### config.mk
export PLATFORM = sky130hd
export DESIGN_NAME = fsecc_top
export DESIGN_NICKNAME = d
export VERILOG_FILES = /design/src/shared/fsecc_pkg.sv /design/src/verilog/fsecc_secded.sv /design/src/verilog/fsecc_top.sv
export SDC_FILE = /design/constraint.sdc
export NUM_CORES = 1
export LEC_CHECK = 0
export ABC_AREA = 1
export BUFFER_PORTS_ARGS = -buffer_cell sky130_fd_sc_hd__buf_2
export CORE_MARGIN = 2
export CORE_UTILIZATION = 55
export CTS_CLUSTER_SIZE = 30
export DETAILED_ROUTE_END_ITERATION = 8
export HOLD_SLACK_MARGIN = 0.15
export PLACE_DENSITY = 0.73
export SKIP_CTS_REPAIR_TIMING = 1
export SLEW_MARGIN = 40
export SYNTH_ARGS = -nofsm -noshare
export SYNTH_HDL_FRONTEND = slang
export SYNTH_SLANG_ARGS = --single-unit
### constraint.sdc
create_clock -name MCLK_I -period 7.85 [get_ports MCLK_I]
set_input_delay 1.9625 -clock MCLK_I [delete_from_list [all_inputs] [get_ports MCLK_I]]
set_output_delay 1.9625 -clock MCLK_I [all_outputs]
set_load 0.005 [all_outputs]
### src/shared/fsecc_pkg.sv
// Constants and types of the frame sync and ECC block.
package fsecc_pkg;
	localparam int ADDR_W = 4;
	localparam int DATA_W = 32;
	localparam int MEM_W = 32;
	localparam int CODE_W = 39;
	localparam int MEM_DEPTH = 16;
	localparam int MEM_AW = 4;
	localparam int CNT_W = 16;
	localparam int LINE_W = 16;

	localparam logic [ADDR_W-1:0] REG_CTRL = 4'h0;
	localparam logic [ADDR_W-1:0] REG_SYNC_CMD = 4'h1;
	localparam logic [ADDR_W-1:0] REG_ACTIVE_LINES = 4'h2;
	localparam logic [ADDR_W-1:0] REG_MIN_BLANK = 4'h3;
	localparam logic [ADDR_W-1:0] REG_SYNC_DELAY = 4'h4;
	localparam logic [ADDR_W-1:0] REG_IRQ_STATUS = 4'h5;
	localparam logic [ADDR_W-1:0] REG_IRQ_MASK = 4'h6;
	localparam logic [ADDR_W-1:0] REG_ECC_STATUS = 4'h7;
	localparam logic [ADDR_W-1:0] REG_STATUS_LINE = 4'h8;

	localparam int CTRL_FMP_BIT = 0;
	localparam int CTRL_STREAM_BIT = 1;
	localparam int IRQ_W = 4;
	localparam int IRQ_SYNC = 0;
	localparam int IRQ_FSTART = 1;
	localparam int IRQ_SEC = 2;
	localparam int IRQ_DED = 3;

	localparam logic [LINE_W-1:0] ACTIVE_LINES_RST = 16'h03d4;
	localparam logic [LINE_W-1:0] MIN_BLANK_RST = 16'h0010;
	localparam logic [LINE_W-1:0] LINE_CLKS = 16'h0100;

	typedef enum logic [1:0] {
		FSECC_ST_IDLE = 2'b00,
		FSECC_ST_ACTIVE = 2'b01,
		FSECC_ST_BLANK = 2'b10
	} fsecc_state_t;

	typedef struct packed {
		logic [ADDR_W-1:0] addr;
		logic [DATA_W-1:0] wdata;
		logic wr;
		logic rd;
	} fsecc_bus_t;

	typedef struct packed {
		logic [MEM_AW-1:0] addr;
		logic [MEM_W-1:0] wdata;
		logic wr;
		logic rd;
	} fsecc_mem_req_t;
endpackage

### src/verilog/fsecc_secded.sv
// Hamming single-correct double-detect encoder and decoder.
`timescale 1ns/10ps
module fsecc_secded
	import fsecc_pkg::*;
(
	input wire logic [fsecc_pkg::MEM_W-1:0] data_i,
	output logic [fsecc_pkg::CODE_W-1:0] code_o,
	input wire logic [fsecc_pkg::CODE_W-1:0] code_i,
	output logic [fsecc_pkg::MEM_W-1:0] fixed_o,
	output logic single_o,
	output logic double_o
);
	// Code bit 0 is overall parity, bits 1..38 a Hamming code.
	function automatic logic [CODE_W-1:0] encode(
		input logic [MEM_W-1:0] d);
		logic [CODE_W-1:0] c;
		int k;
		c = '0;
		k = 0;
		for (int p = 1; p < CODE_W; p++) begin
			if ((p & (p - 1)) != 0) begin
				c[p] = d[k];
				k++;
			end
		end
		for (int b = 0; b < 6; b++) begin
			for (int p = 1; p < CODE_W; p++) begin
				if (((p >> b) & 1) == 1 && p != (1 << b)) begin
					c[1 << b] = c[1 << b] ^ c[p];
				end
			end
		end
		c[0] = ^c[CODE_W-1:1];
		return c;
	endfunction

	logic [5:0] syn;
	logic par;
	logic [CODE_W-1:0] corr;

	always_comb begin
		code_o = encode(data_i);
	end

	always_comb begin
		syn = '0;
		for (int p = 1; p < CODE_W; p++) begin
			if (code_i[p]) begin
				syn = syn ^ p[5:0];
			end
		end
		par = ^code_i;
		corr = code_i;
		if (syn != 6'h00 && par && int'(syn) < CODE_W) begin
			corr[syn] = ~corr[syn];
		end
		fixed_o = '0;
		for (int p = 1, k = 0; p < CODE_W; p++) begin
			if ((p & (p - 1)) != 0) begin
				fixed_o[k] = corr[p];
				k++;
			end
		end
		single_o = par;
		double_o = !par && syn != 6'h00;
	end
endmodule

### src/verilog/fsecc_top.sv
// Frame sync retiming and ECC-protected microcontroller SRAM.
//
// Our own choices: the plain strobed port and the register offsets.
`timescale 1ns/10ps
module fsecc_top (
	input wire logic MCLK_I,
	input wire logic SYS_RST_I,
	input wire fsecc_pkg::fsecc_bus_t BUS_I,
	output logic [fsecc_pkg::DATA_W-1:0] RDATA_O,
	input wire logic FRAME_SYNC_INPUT_I,
	output logic INTEGRATION_START_OUTPUT_O,
	output logic FRAME_ACTIVE_O,
	output logic FAST_PLUS_O,
	input wire fsecc_pkg::fsecc_mem_req_t MEM_I,
	output logic [fsecc_pkg::MEM_W-1:0] MEM_RDATA_O,
	output logic MEM_RVALID_O,
	input wire logic [fsecc_pkg::CODE_W-1:0] MEM_FLIP_I,
	output logic ECC_ERROR_OUTPUT_O,
	output logic IRQ_O
);
	import fsecc_pkg::*;

	logic [DATA_W-1:0] ctrl_q;
	logic [LINE_W-1:0] active_lines_q;
	logic [LINE_W-1:0] min_blank_q;
	logic [IRQ_W-1:0] irq_mask_q;
	logic [IRQ_W-1:0] irq_stat_q;
	logic [IRQ_W-1:0] irq_ev;
	logic pin_q;
	logic sync_ev;
	logic sync_pend_q;
	logic [LINE_W-1:0] blank_target_q;
	fsecc_state_t state_q;
	logic [LINE_W-1:0] line_q;
	logic [LINE_W-1:0] clk_q;
	logic line_end;
	logic frame_start;
	logic meas_run_q;
	logic [DATA_W-1:0] meas_cnt_q;
	logic [DATA_W-1:0] sync_delay_q;
	logic int_out_q;
	logic [CODE_W-1:0] mem_q [MEM_DEPTH];
	logic [CODE_W-1:0] enc_code;
	logic [CODE_W-1:0] rd_code;
	logic [MEM_W-1:0] fixed;
	logic sec;
	logic ded;
	logic rd_chk_q;
	logic [MEM_AW-1:0] rd_addr_q;
	logic [CNT_W-1:0] sec_cnt_q;
	logic sec_flag_q;
	logic ded_flag_q;
	logic ecc_pin_q;
	logic [DATA_W-1:0] rdata_q;

	// Software registers; the bus defaults to Fast mode after reset.
	always_ff @(posedge MCLK_I) begin
		if (SYS_RST_I) begin
			ctrl_q <= '0;
			active_lines_q <= ACTIVE_LINES_RST;
			min_blank_q <= MIN_BLANK_RST;
			irq_mask_q <= '0;
		end else if (BUS_I.wr) begin
			unique case (BUS_I.addr)
				REG_CTRL: ctrl_q <= BUS_I.wdata;
				REG_ACTIVE_LINES: active_lines_q <= BUS_I.wdata[LINE_W-1:0];
				REG_MIN_BLANK: min_blank_q <= BUS_I.wdata[LINE_W-1:0];
				REG_IRQ_MASK: irq_mask_q <= BUS_I.wdata[IRQ_W-1:0];
				default: ;
			endcase
		end
	end
	assign FAST_PLUS_O = ctrl_q[CTRL_FMP_BIT];

	// Sync source: rising pin edge or a command write.
	always_ff @(posedge MCLK_I) begin
		if (SYS_RST_I) begin
			pin_q <= 1'b0;
		end else begin
			pin_q <= FRAME_SYNC_INPUT_I;
		end
	end
	assign sync_ev = (FRAME_SYNC_INPUT_I && !pin_q)
		|| (BUS_I.wr && BUS_I.addr == REG_SYNC_CMD);

	// Frame timing: line counter within active and blanking regions.
	assign line_end = clk_q == LINE_CLKS - 16'h0001;
	assign frame_start = line_end
		&& ((state_q == FSECC_ST_BLANK && line_q >= blank_target_q)
		|| (state_q == FSECC_ST_IDLE && ctrl_q[CTRL_STREAM_BIT]));

	// The line timer runs in idle once streaming is on, so the first
	// frame can start at a line boundary.
	always_ff @(posedge MCLK_I) begin
		if (SYS_RST_I || line_end
			|| (state_q == FSECC_ST_IDLE && !ctrl_q[CTRL_STREAM_BIT])) begin
			clk_q <= '0;
		end else begin
			clk_q <= clk_q + 16'h0001;
		end
	end

	// A pending sync never cuts the active region; it only shortens or
	// stretches the following blanking, so no frame is damaged.
	always_ff @(posedge MCLK_I) begin
		if (SYS_RST_I) begin
			state_q <= FSECC_ST_IDLE;
			line_q <= '0;
			sync_pend_q <= 1'b0;
			blank_target_q <= MIN_BLANK_RST;
		end else begin
			if (sync_ev) begin
				sync_pend_q <= 1'b1;
			end
			unique case (state_q)
				FSECC_ST_IDLE: begin
					if (frame_start) begin
						state_q <= FSECC_ST_ACTIVE;
						line_q <= '0;
					end
				end
				FSECC_ST_ACTIVE: begin
					if (line_end) begin
						line_q <= line_q + 16'h0001;
						if (line_q == active_lines_q - 16'h0001) begin
							state_q <= FSECC_ST_BLANK;
							line_q <= '0;
							// Pending sync: restart with least blanking.
							blank_target_q <= (sync_pend_q || sync_ev)
								? min_blank_q - 16'h0001
								: blank_target_q;
						end
					end
				end
				FSECC_ST_BLANK: begin
					if (line_end) begin
						line_q <= line_q + 16'h0001;
					end
					if (sync_ev && line_q + 16'h0001 >= min_blank_q) begin
						blank_target_q <= line_q;
					end
					if (frame_start) begin
						state_q <= FSECC_ST_ACTIVE;
						line_q <= '0;
						// A sync in the start cycle stays pending.
						sync_pend_q <= sync_ev;
					end
				end
				default: state_q <= FSECC_ST_IDLE;
			endcase
		end
	end
	assign FRAME_ACTIVE_O = state_q == FSECC_ST_ACTIVE;

	// Delay from the latest sync event to the next frame start; a sync in a cycle that stores a delay is not timed.
	always_ff @(posedge MCLK_I) begin
		if (SYS_RST_I) begin
			meas_run_q <= 1'b0;
			meas_cnt_q <= '0;
			sync_delay_q <= '0;
		end else if (frame_start && meas_run_q) begin
			sync_delay_q <= meas_cnt_q;
			meas_run_q <= 1'b0;
		end else if (sync_ev) begin
			meas_run_q <= 1'b1;
			meas_cnt_q <= 32'h0000_0001;
		end else if (meas_run_q) begin
			meas_cnt_q <= meas_cnt_q + 32'h0000_0001;
		end
	end

	// Output rises as integration of a frame begins.
	always_ff @(posedge MCLK_I) begin
		if (SYS_RST_I) begin
			int_out_q <= 1'b0;
		end else if (frame_start) begin
			int_out_q <= 1'b1;
		end else if (line_end) begin
			int_out_q <= 1'b0;
		end
	end
	assign INTEGRATION_START_OUTPUT_O = int_out_q;

	// ECC protected storage; MEM_FLIP_I injects faults for test.
	fsecc_secded u_ecc (
		.data_i(MEM_I.wdata),
		.code_o(enc_code),
		.code_i(rd_code),
		.fixed_o(fixed),
		.single_o(sec),
		.double_o(ded)
	);

	always_ff @(posedge MCLK_I) begin
		if (MEM_I.wr) begin
			mem_q[MEM_I.addr] <= enc_code ^ MEM_FLIP_I;
		end
	end

	always_ff @(posedge MCLK_I) begin
		if (SYS_RST_I) begin
			rd_chk_q <= 1'b0;
			rd_addr_q <= '0;
		end else begin
			rd_chk_q <= MEM_I.rd;
			rd_addr_q <= MEM_I.addr;
		end
	end
	assign rd_code = mem_q[rd_addr_q];
	assign MEM_RVALID_O = rd_chk_q;

	always_ff @(posedge MCLK_I) begin
		if (SYS_RST_I) begin
			MEM_RDATA_O <= '0;
		end else if (rd_chk_q) begin
			MEM_RDATA_O <= fixed;
		end
	end

	always_ff @(posedge MCLK_I) begin
		if (SYS_RST_I) begin
			sec_cnt_q <= '0;
			sec_flag_q <= 1'b0;
		end else if (rd_chk_q && sec) begin
			sec_cnt_q <= sec_cnt_q + 16'h0001;
			sec_flag_q <= 1'b1;
		end
	end

	// Sticky until reset; software has no way to clear it.
	always_ff @(posedge MCLK_I) begin
		if (SYS_RST_I) begin
			ded_flag_q <= 1'b0;
			ecc_pin_q <= 1'b0;
		end else if (rd_chk_q && ded) begin
			ded_flag_q <= 1'b1;
			ecc_pin_q <= 1'b1;
		end
	end
	assign ECC_ERROR_OUTPUT_O = ecc_pin_q;

	// Interrupt status: set wins over the read clear.
	assign irq_ev = {rd_chk_q && ded, rd_chk_q && sec, frame_start, sync_ev};
	always_ff @(posedge MCLK_I) begin
		if (SYS_RST_I) begin
			irq_stat_q <= '0;
		end else if (BUS_I.rd && BUS_I.addr == REG_IRQ_STATUS) begin
			irq_stat_q <= irq_ev;
		end else begin
			irq_stat_q <= irq_stat_q | irq_ev;
		end
	end
	assign IRQ_O = |(irq_stat_q & irq_mask_q);

	always_ff @(posedge MCLK_I) begin
		if (SYS_RST_I) begin
			rdata_q <= '0;
		end else if (BUS_I.rd) begin
			unique case (BUS_I.addr)
				REG_CTRL: rdata_q <= ctrl_q;
				REG_ACTIVE_LINES: rdata_q <= {16'h0000, active_lines_q};
				REG_MIN_BLANK: rdata_q <= {16'h0000, min_blank_q};
				REG_SYNC_DELAY: rdata_q <= sync_delay_q;
				REG_IRQ_STATUS: rdata_q <= {28'h0000000, irq_stat_q};
				REG_IRQ_MASK: rdata_q <= {28'h0000000, irq_mask_q};
				REG_ECC_STATUS: rdata_q <= {14'h0000, ded_flag_q, sec_flag_q,
					sec_cnt_q};
				REG_STATUS_LINE: rdata_q <= {sec_cnt_q, 14'h0000, ded_flag_q,
					sec_flag_q};
				default: rdata_q <= '0;
			endcase
		end else begin
			rdata_q <= '0;
		end
	end
	assign RDATA_O = rdata_q;
endmodule

Yosys cells after proc, flatten, opt, wreduce, memory -nomap -nowiden
Memory sizes are Yosys's and may differ from the RTL's. A register that Yosys moved wholly into a read port is not among the register bits. Cells that the tools add are included.

Flip-flop bits (word level): 273. RAM bits: 624. Input bits: 118. Output and inout bits: 70. Word-level logic and storage cells: 294. Memories kept: 1.

$add $sub $neg: 6. Order comparisons: 5. Equality and inequality tests: 19. Mux-type cells: 71. Bitwise gates (word level): 127. Reduce and logical (&&, ||, !) cells: 44.

Memory list: mem_q (words 16, width 39, read ports 1, clocked after Yosys merged registers in 1, wr ports 1, RTL line fsecc_top.sv:42) `logic [CODE_W-1:0] mem_q [MEM_DEPTH];`.

Operators by type and width (number): one-hot mux 32 bit (8 select lines) (1); two-way mux 16 bit (9); bitwise XOR 1 bit (84); two-way mux 5 bit (16); two-way mux 32 bit (2); adder 16 x 1 -> 16 bit, second input constant (3); one-hot mux 16 bit (3 select lines) (1); two-way mux 6 bit (7); two-way mux 4 bit (10); bitwise mux 39 bit (1); two-way mux 39 bit (1); NOT 3 bit (13); XOR reduction 39 bit (1); bitwise XOR 39 bit (1); XOR reduction 38 bit (1); adder 32 x 1 -> 32 bit, second input constant (1); >= comparator 16 bit (2); one-hot mux 16 bit (2 select lines) (1); subtractor 16 x 1 -> 16 bit, second input constant (2); NOT 2 bit (13); NOT 4 bit (5); == test 16 bit (1); == test 16 x 8 -> 1 bit, second input constant (1); == test 4 x 3 -> 1 bit, second input constant (4); 36 further kinds (91).

Logic depth before layout (Yosys ltp)
Depth in word-level cells: 76. Mapped depth: 36. Depth with buffers taken out: 33.

Modules after synthesis
Synthesis repeated with hierarchy kept, for this count alone.

Cell total of the unflattened synthesis: 4339. Area total of the unflattened synthesis: 42434.4 um2.

By module, submodules not included: fsecc_top (times used 1, cells each 3670, area each 38780.9 um2, seq. area each 24283.3 um2); fsecc_secded (times used 1, cells each 669, area each 3653.5 um2, seq. area each 0.0 um2).

Least setup slack after synthesis
No wires, ideal clock.

Path type: input -> register. Start point: in BUS_I[36] in the netlist's numbering. End point: reg meas_cnt_q[27]. Setup time: 70 ps. Arrival: 4297 ps. Required time: 7780 ps. Path slack: 3483 ps. Stages: 17. Path buffers: 0. Path through: nor2_1 -> inv_1 -> o32ai_1 -> inv_1 -> a21oi_1 -> inv_1 -> nor2_1 -> inv_1 -> nor2_1 -> inv_1 -> nor2_1 -> inv_1 -> nor2_1 -> inv_1 -> nor4_1 -> o21ai_0 -> a21oi_1.

Longest elaborated chain between the ends: 5. Elaborated cells between the ends (all ways): 6. Those cells by class: eq/ne: 1; mux: 1; reduce/logical: 4.

Ends and longest elaborated chain: from (decl) (RTL line fsecc_top.sv:8) `input wire fsecc_pkg::fsecc_bus_t BUS_I,`; == test 4 x 1 -> 1 bit (*) (RTL line fsecc_top.sv:84) `|| (BUS_I.wr && BUS_I.addr == REG_SYNC_CMD);`; logical AND 1 bit (*) (RTL line fsecc_top.sv:84); logical OR 1 bit (*) (RTL line fsecc_top.sv:84); nonzero test 2 bit (no source line); AND reduction 2 bit (no source line); to (signal assigned) (RTL line fsecc_top.sv:168) `meas_cnt_q <= meas_cnt_q + 32'h0000_0001;`; to (decl) (RTL line fsecc_top.sv:39) `logic [DATA_W-1:0] meas_cnt_q;`.

Every way passes the cells marked *; elsewhere a longest branch is shown, timed or not. A chain may end at the register's enable or synchronous reset.

==> metrics <==
status completed; Top Usage Layer GRT met2; Post-Synth Adder-Cell Area 0.0128; Peak VDD IR 0.251 mV; nets 4696; met1 Resource Use GR 0.384; Mean Syn Cell Area 9.30 um2; xor-xnor portion of the synthesized cell area 0.0410; CP startpoint kind flip-flop; sequential power share 0.463; layout cells sized above 1 0.104; Worst-Margin Slew 909 ps; largest net degree at the start of global routing 124; Mapped Cells 4410; hold crit path type reg2reg; drt pass-1 iters 6; core box area 74200 um2; final setup margin 2300 ps; total gr overflow 0; most frequent cells in the layout 886 x nand2_1, 624 x edfxtp_1, 503 x nor2_1; skew final 20.0 ps; Setup Slack @ Placement 2160 ps; CTS H-tree depth 3; ant diodes 0; Fin Setup TNS 0 ps; met2 Use GR 0.496; Slew HR 0.393; Worst setup EP type flip-flop; simple-gate area share of the yosys netlist 0.187; Die Wd 277 um; number of global-route vias before repair 29700; Combinational Power Share 0.176; most used cell, CP nand2_1; Avg WL per Cell 20.7 um; First DRT Iteration DRCs 3200; FP Rows 100; met3 Track Usage GR 0.0418; clock power share 0.361; switch share 0.286; Filler Cells Inserted 5929; largest family of logic cells by synthesized area simple AND/OR/NAND/NOR gates; Final Wtd Congestion 0.911; async set-reset flop share out of synthesis 0; ys flop type edfxtp_1; initial antenna violation count 1; Fin. Hold Viols 0; CTS tree built; post-route ant nets 0; Req. time, crit path 8430 ps; DPL Wire Length 72500 um; Cell Int Power 0.00859 W; port bufs 187; EDFF count, synth 624; CTS buffer count 92; Worst-Skew Late Latency 670 ps; Leakage Power 17.6 nW; die height 277 um; Max Freq 180 MHz; fin crit share 0.707; Crit Path Class reg2reg; cell area after synthesis 41000 um2; Max Slew Vio Count 0; PwrDens 260 nW/um2; Max stage delay on crit path 640 ps; mux contribution to synthesized area 0; Final min period 5550 ps; Ports 188; CTS max path bufs 3; Worst-path clk slew 60 ps; Setup Viol. Count Final 0; Synth-to-Final Area Change 12.7%; register bit total from synthesis 901; syn_nets 4570; Worst Path Max Fanout 123; commonest non-fill, non-tap cell in the layout nand2_1; switching power 0.00345 W; Seq/Total Area, Yosys 0.592; slowest CP cell dfxtp_4; Initial Utilization 0.553; Crit path arrival time 6130 ps; Max-Cap Viols 0; die area 76800 um2; first-pass GRT wire length 174000 um; Tot GR Track Use 0.297; Clock Tree Root clkbuf_16; via count 31900; Num Clock Sinks 901; Unique masters post-synth 47; Compound-Gate Fraction of Synth Area 0.104; RSZ-0062 raised after global routing no; Total Wirelength 116000 um; Syn. warnings 0; drc violations 0; DR vias/cell 5.72
## synth_stat cells, drive strengths merged, types with 4 or more instances
cell type	n	share of area
a21oi	246	0.030
o21ai	333	0.041
ha	42	0.013
o21a	5	0.00091
nand2	891	0.082
xor2	116	0.025
inv	427	0.039
nand4	11	0.0017
a221oi	19	0.0041
a31oi	24	0.0037
or2	4	0.00061
dfxtp	277	0.14
o211ai	79	0.014
nand3	359	0.044
o221ai	6	0.0013
clkbuf	103	0.0094
a211oi	14	0.0026
nor4	8	0.0012
nor3	59	0.0073
edfxtp	624	0.46
buf	107	0.014
nor2	527	0.049
o22ai	30	0.0046
xnor2	75	0.016
nor3b	6	0.0011
## registers in the layout, indices dropped and copies added, names as in the netlist, 16 cells and up, named ones only
signal	cells
MEM_RDATA_O	32
active_lines_q	16
RDATA_O	32
line_q	16
sec_cnt_q	16
min_blank_q	16
mem_q	624
sync_delay_q	32
meas_cnt_q	32
clk_q	16
ctrl_q	32
blank_target_q	16
## stage by stage
| stage | cells | total power (W) | hold WS (ps) | util | instance area (um2) |
|---|---|---|---|---|---|
| after detailed placement | 5410 | 0.00776 | 440 | 0.582 | 43200 |
| after CTS | 5576 | 0.0120 | 449 | 0.622 | 46200 |
| final | 5577 | 0.0120 | 450 | 0.623 | 46200 |
| after global placement | 5403 | 0.00771 | 432 | 0.576 | 42800 |
| after global routing | 5577 | 0.0125 | 466 | 0.623 | 46200 |
| after floorplan | 4410 | 0.00706 | 418 | - | 41000 |
## routing by layer
metal	routed length (um)	up-vias
li1	-	15100
met1	45900	15000
met2	55100	1502
met3	8860	318
met4	5570	2
met5	13	-
## layout make-up
class                           instances  area, um2  share of cell area
Clock buffer                          123       2530              0.0547
Sequential cell                       901      24300               0.526
Multi-Input combinational cell       2869      14600               0.315
Clock inverter                         43        472              0.0102
Inverter                              430       1640              0.0354
Timing Repair Buffer                  242       1510              0.0326
Tap cell                              969       1210              0.0262
## final timing paths
check,from,endpoint,slack (ps),cells past startpoint
setup / recovery,flip-flop,MEM_RDATA_O[17],2300,32
hold / removal,clk_q[0],clk_q[0],450,1
setup reg to reg,flip-flop,MEM_RDATA_O[17],2300,32
hold reg to reg,clk_q[0],clk_q[0],450,1
## worst max-delay path, delay by kind of cell (launching register included)
| family | cells | cell delay, ps |
|---|---|---|
| AND/OR/NAND/NOR | 25 | 3360 |
| buffers and inverters | 5 | 800 |
| flip-flops | 1 | 640 |
| AO/OA/AOI/OAI | 2 | 440 |
## power by group through the flow
| stage | registers (W) | clock network, W | logic, W |
|---|---|---|---|
| 6_report | 0.00557 | 0.00435 | 0.00212 |
| 5_1_grt | 0.00559 | 0.00456 | 0.00232 |
| 4_1_cts | 0.00558 | 0.00437 | 0.00209 |
| 3_5_place_dp | 0.00568 | 0 | 0.00208 |
| 3_3_place_gp | 0.00568 | 0 | 0.00203 |
| 2_1_floorplan | 0.00566 | 0 | 0.00140 |
## cell families (layout without fill, tap and decap cells)
group / count (synthesis) / in the layout
simple gates: 1870 / 1870
xor+xnor: 191 / 191
flops: 901 / 901
buf+inv: 640 / 838
fa+ha+maj: 42 / 42
compound gates: 766 / 766
Note: power is estimated with default switching activity, not from simulation.
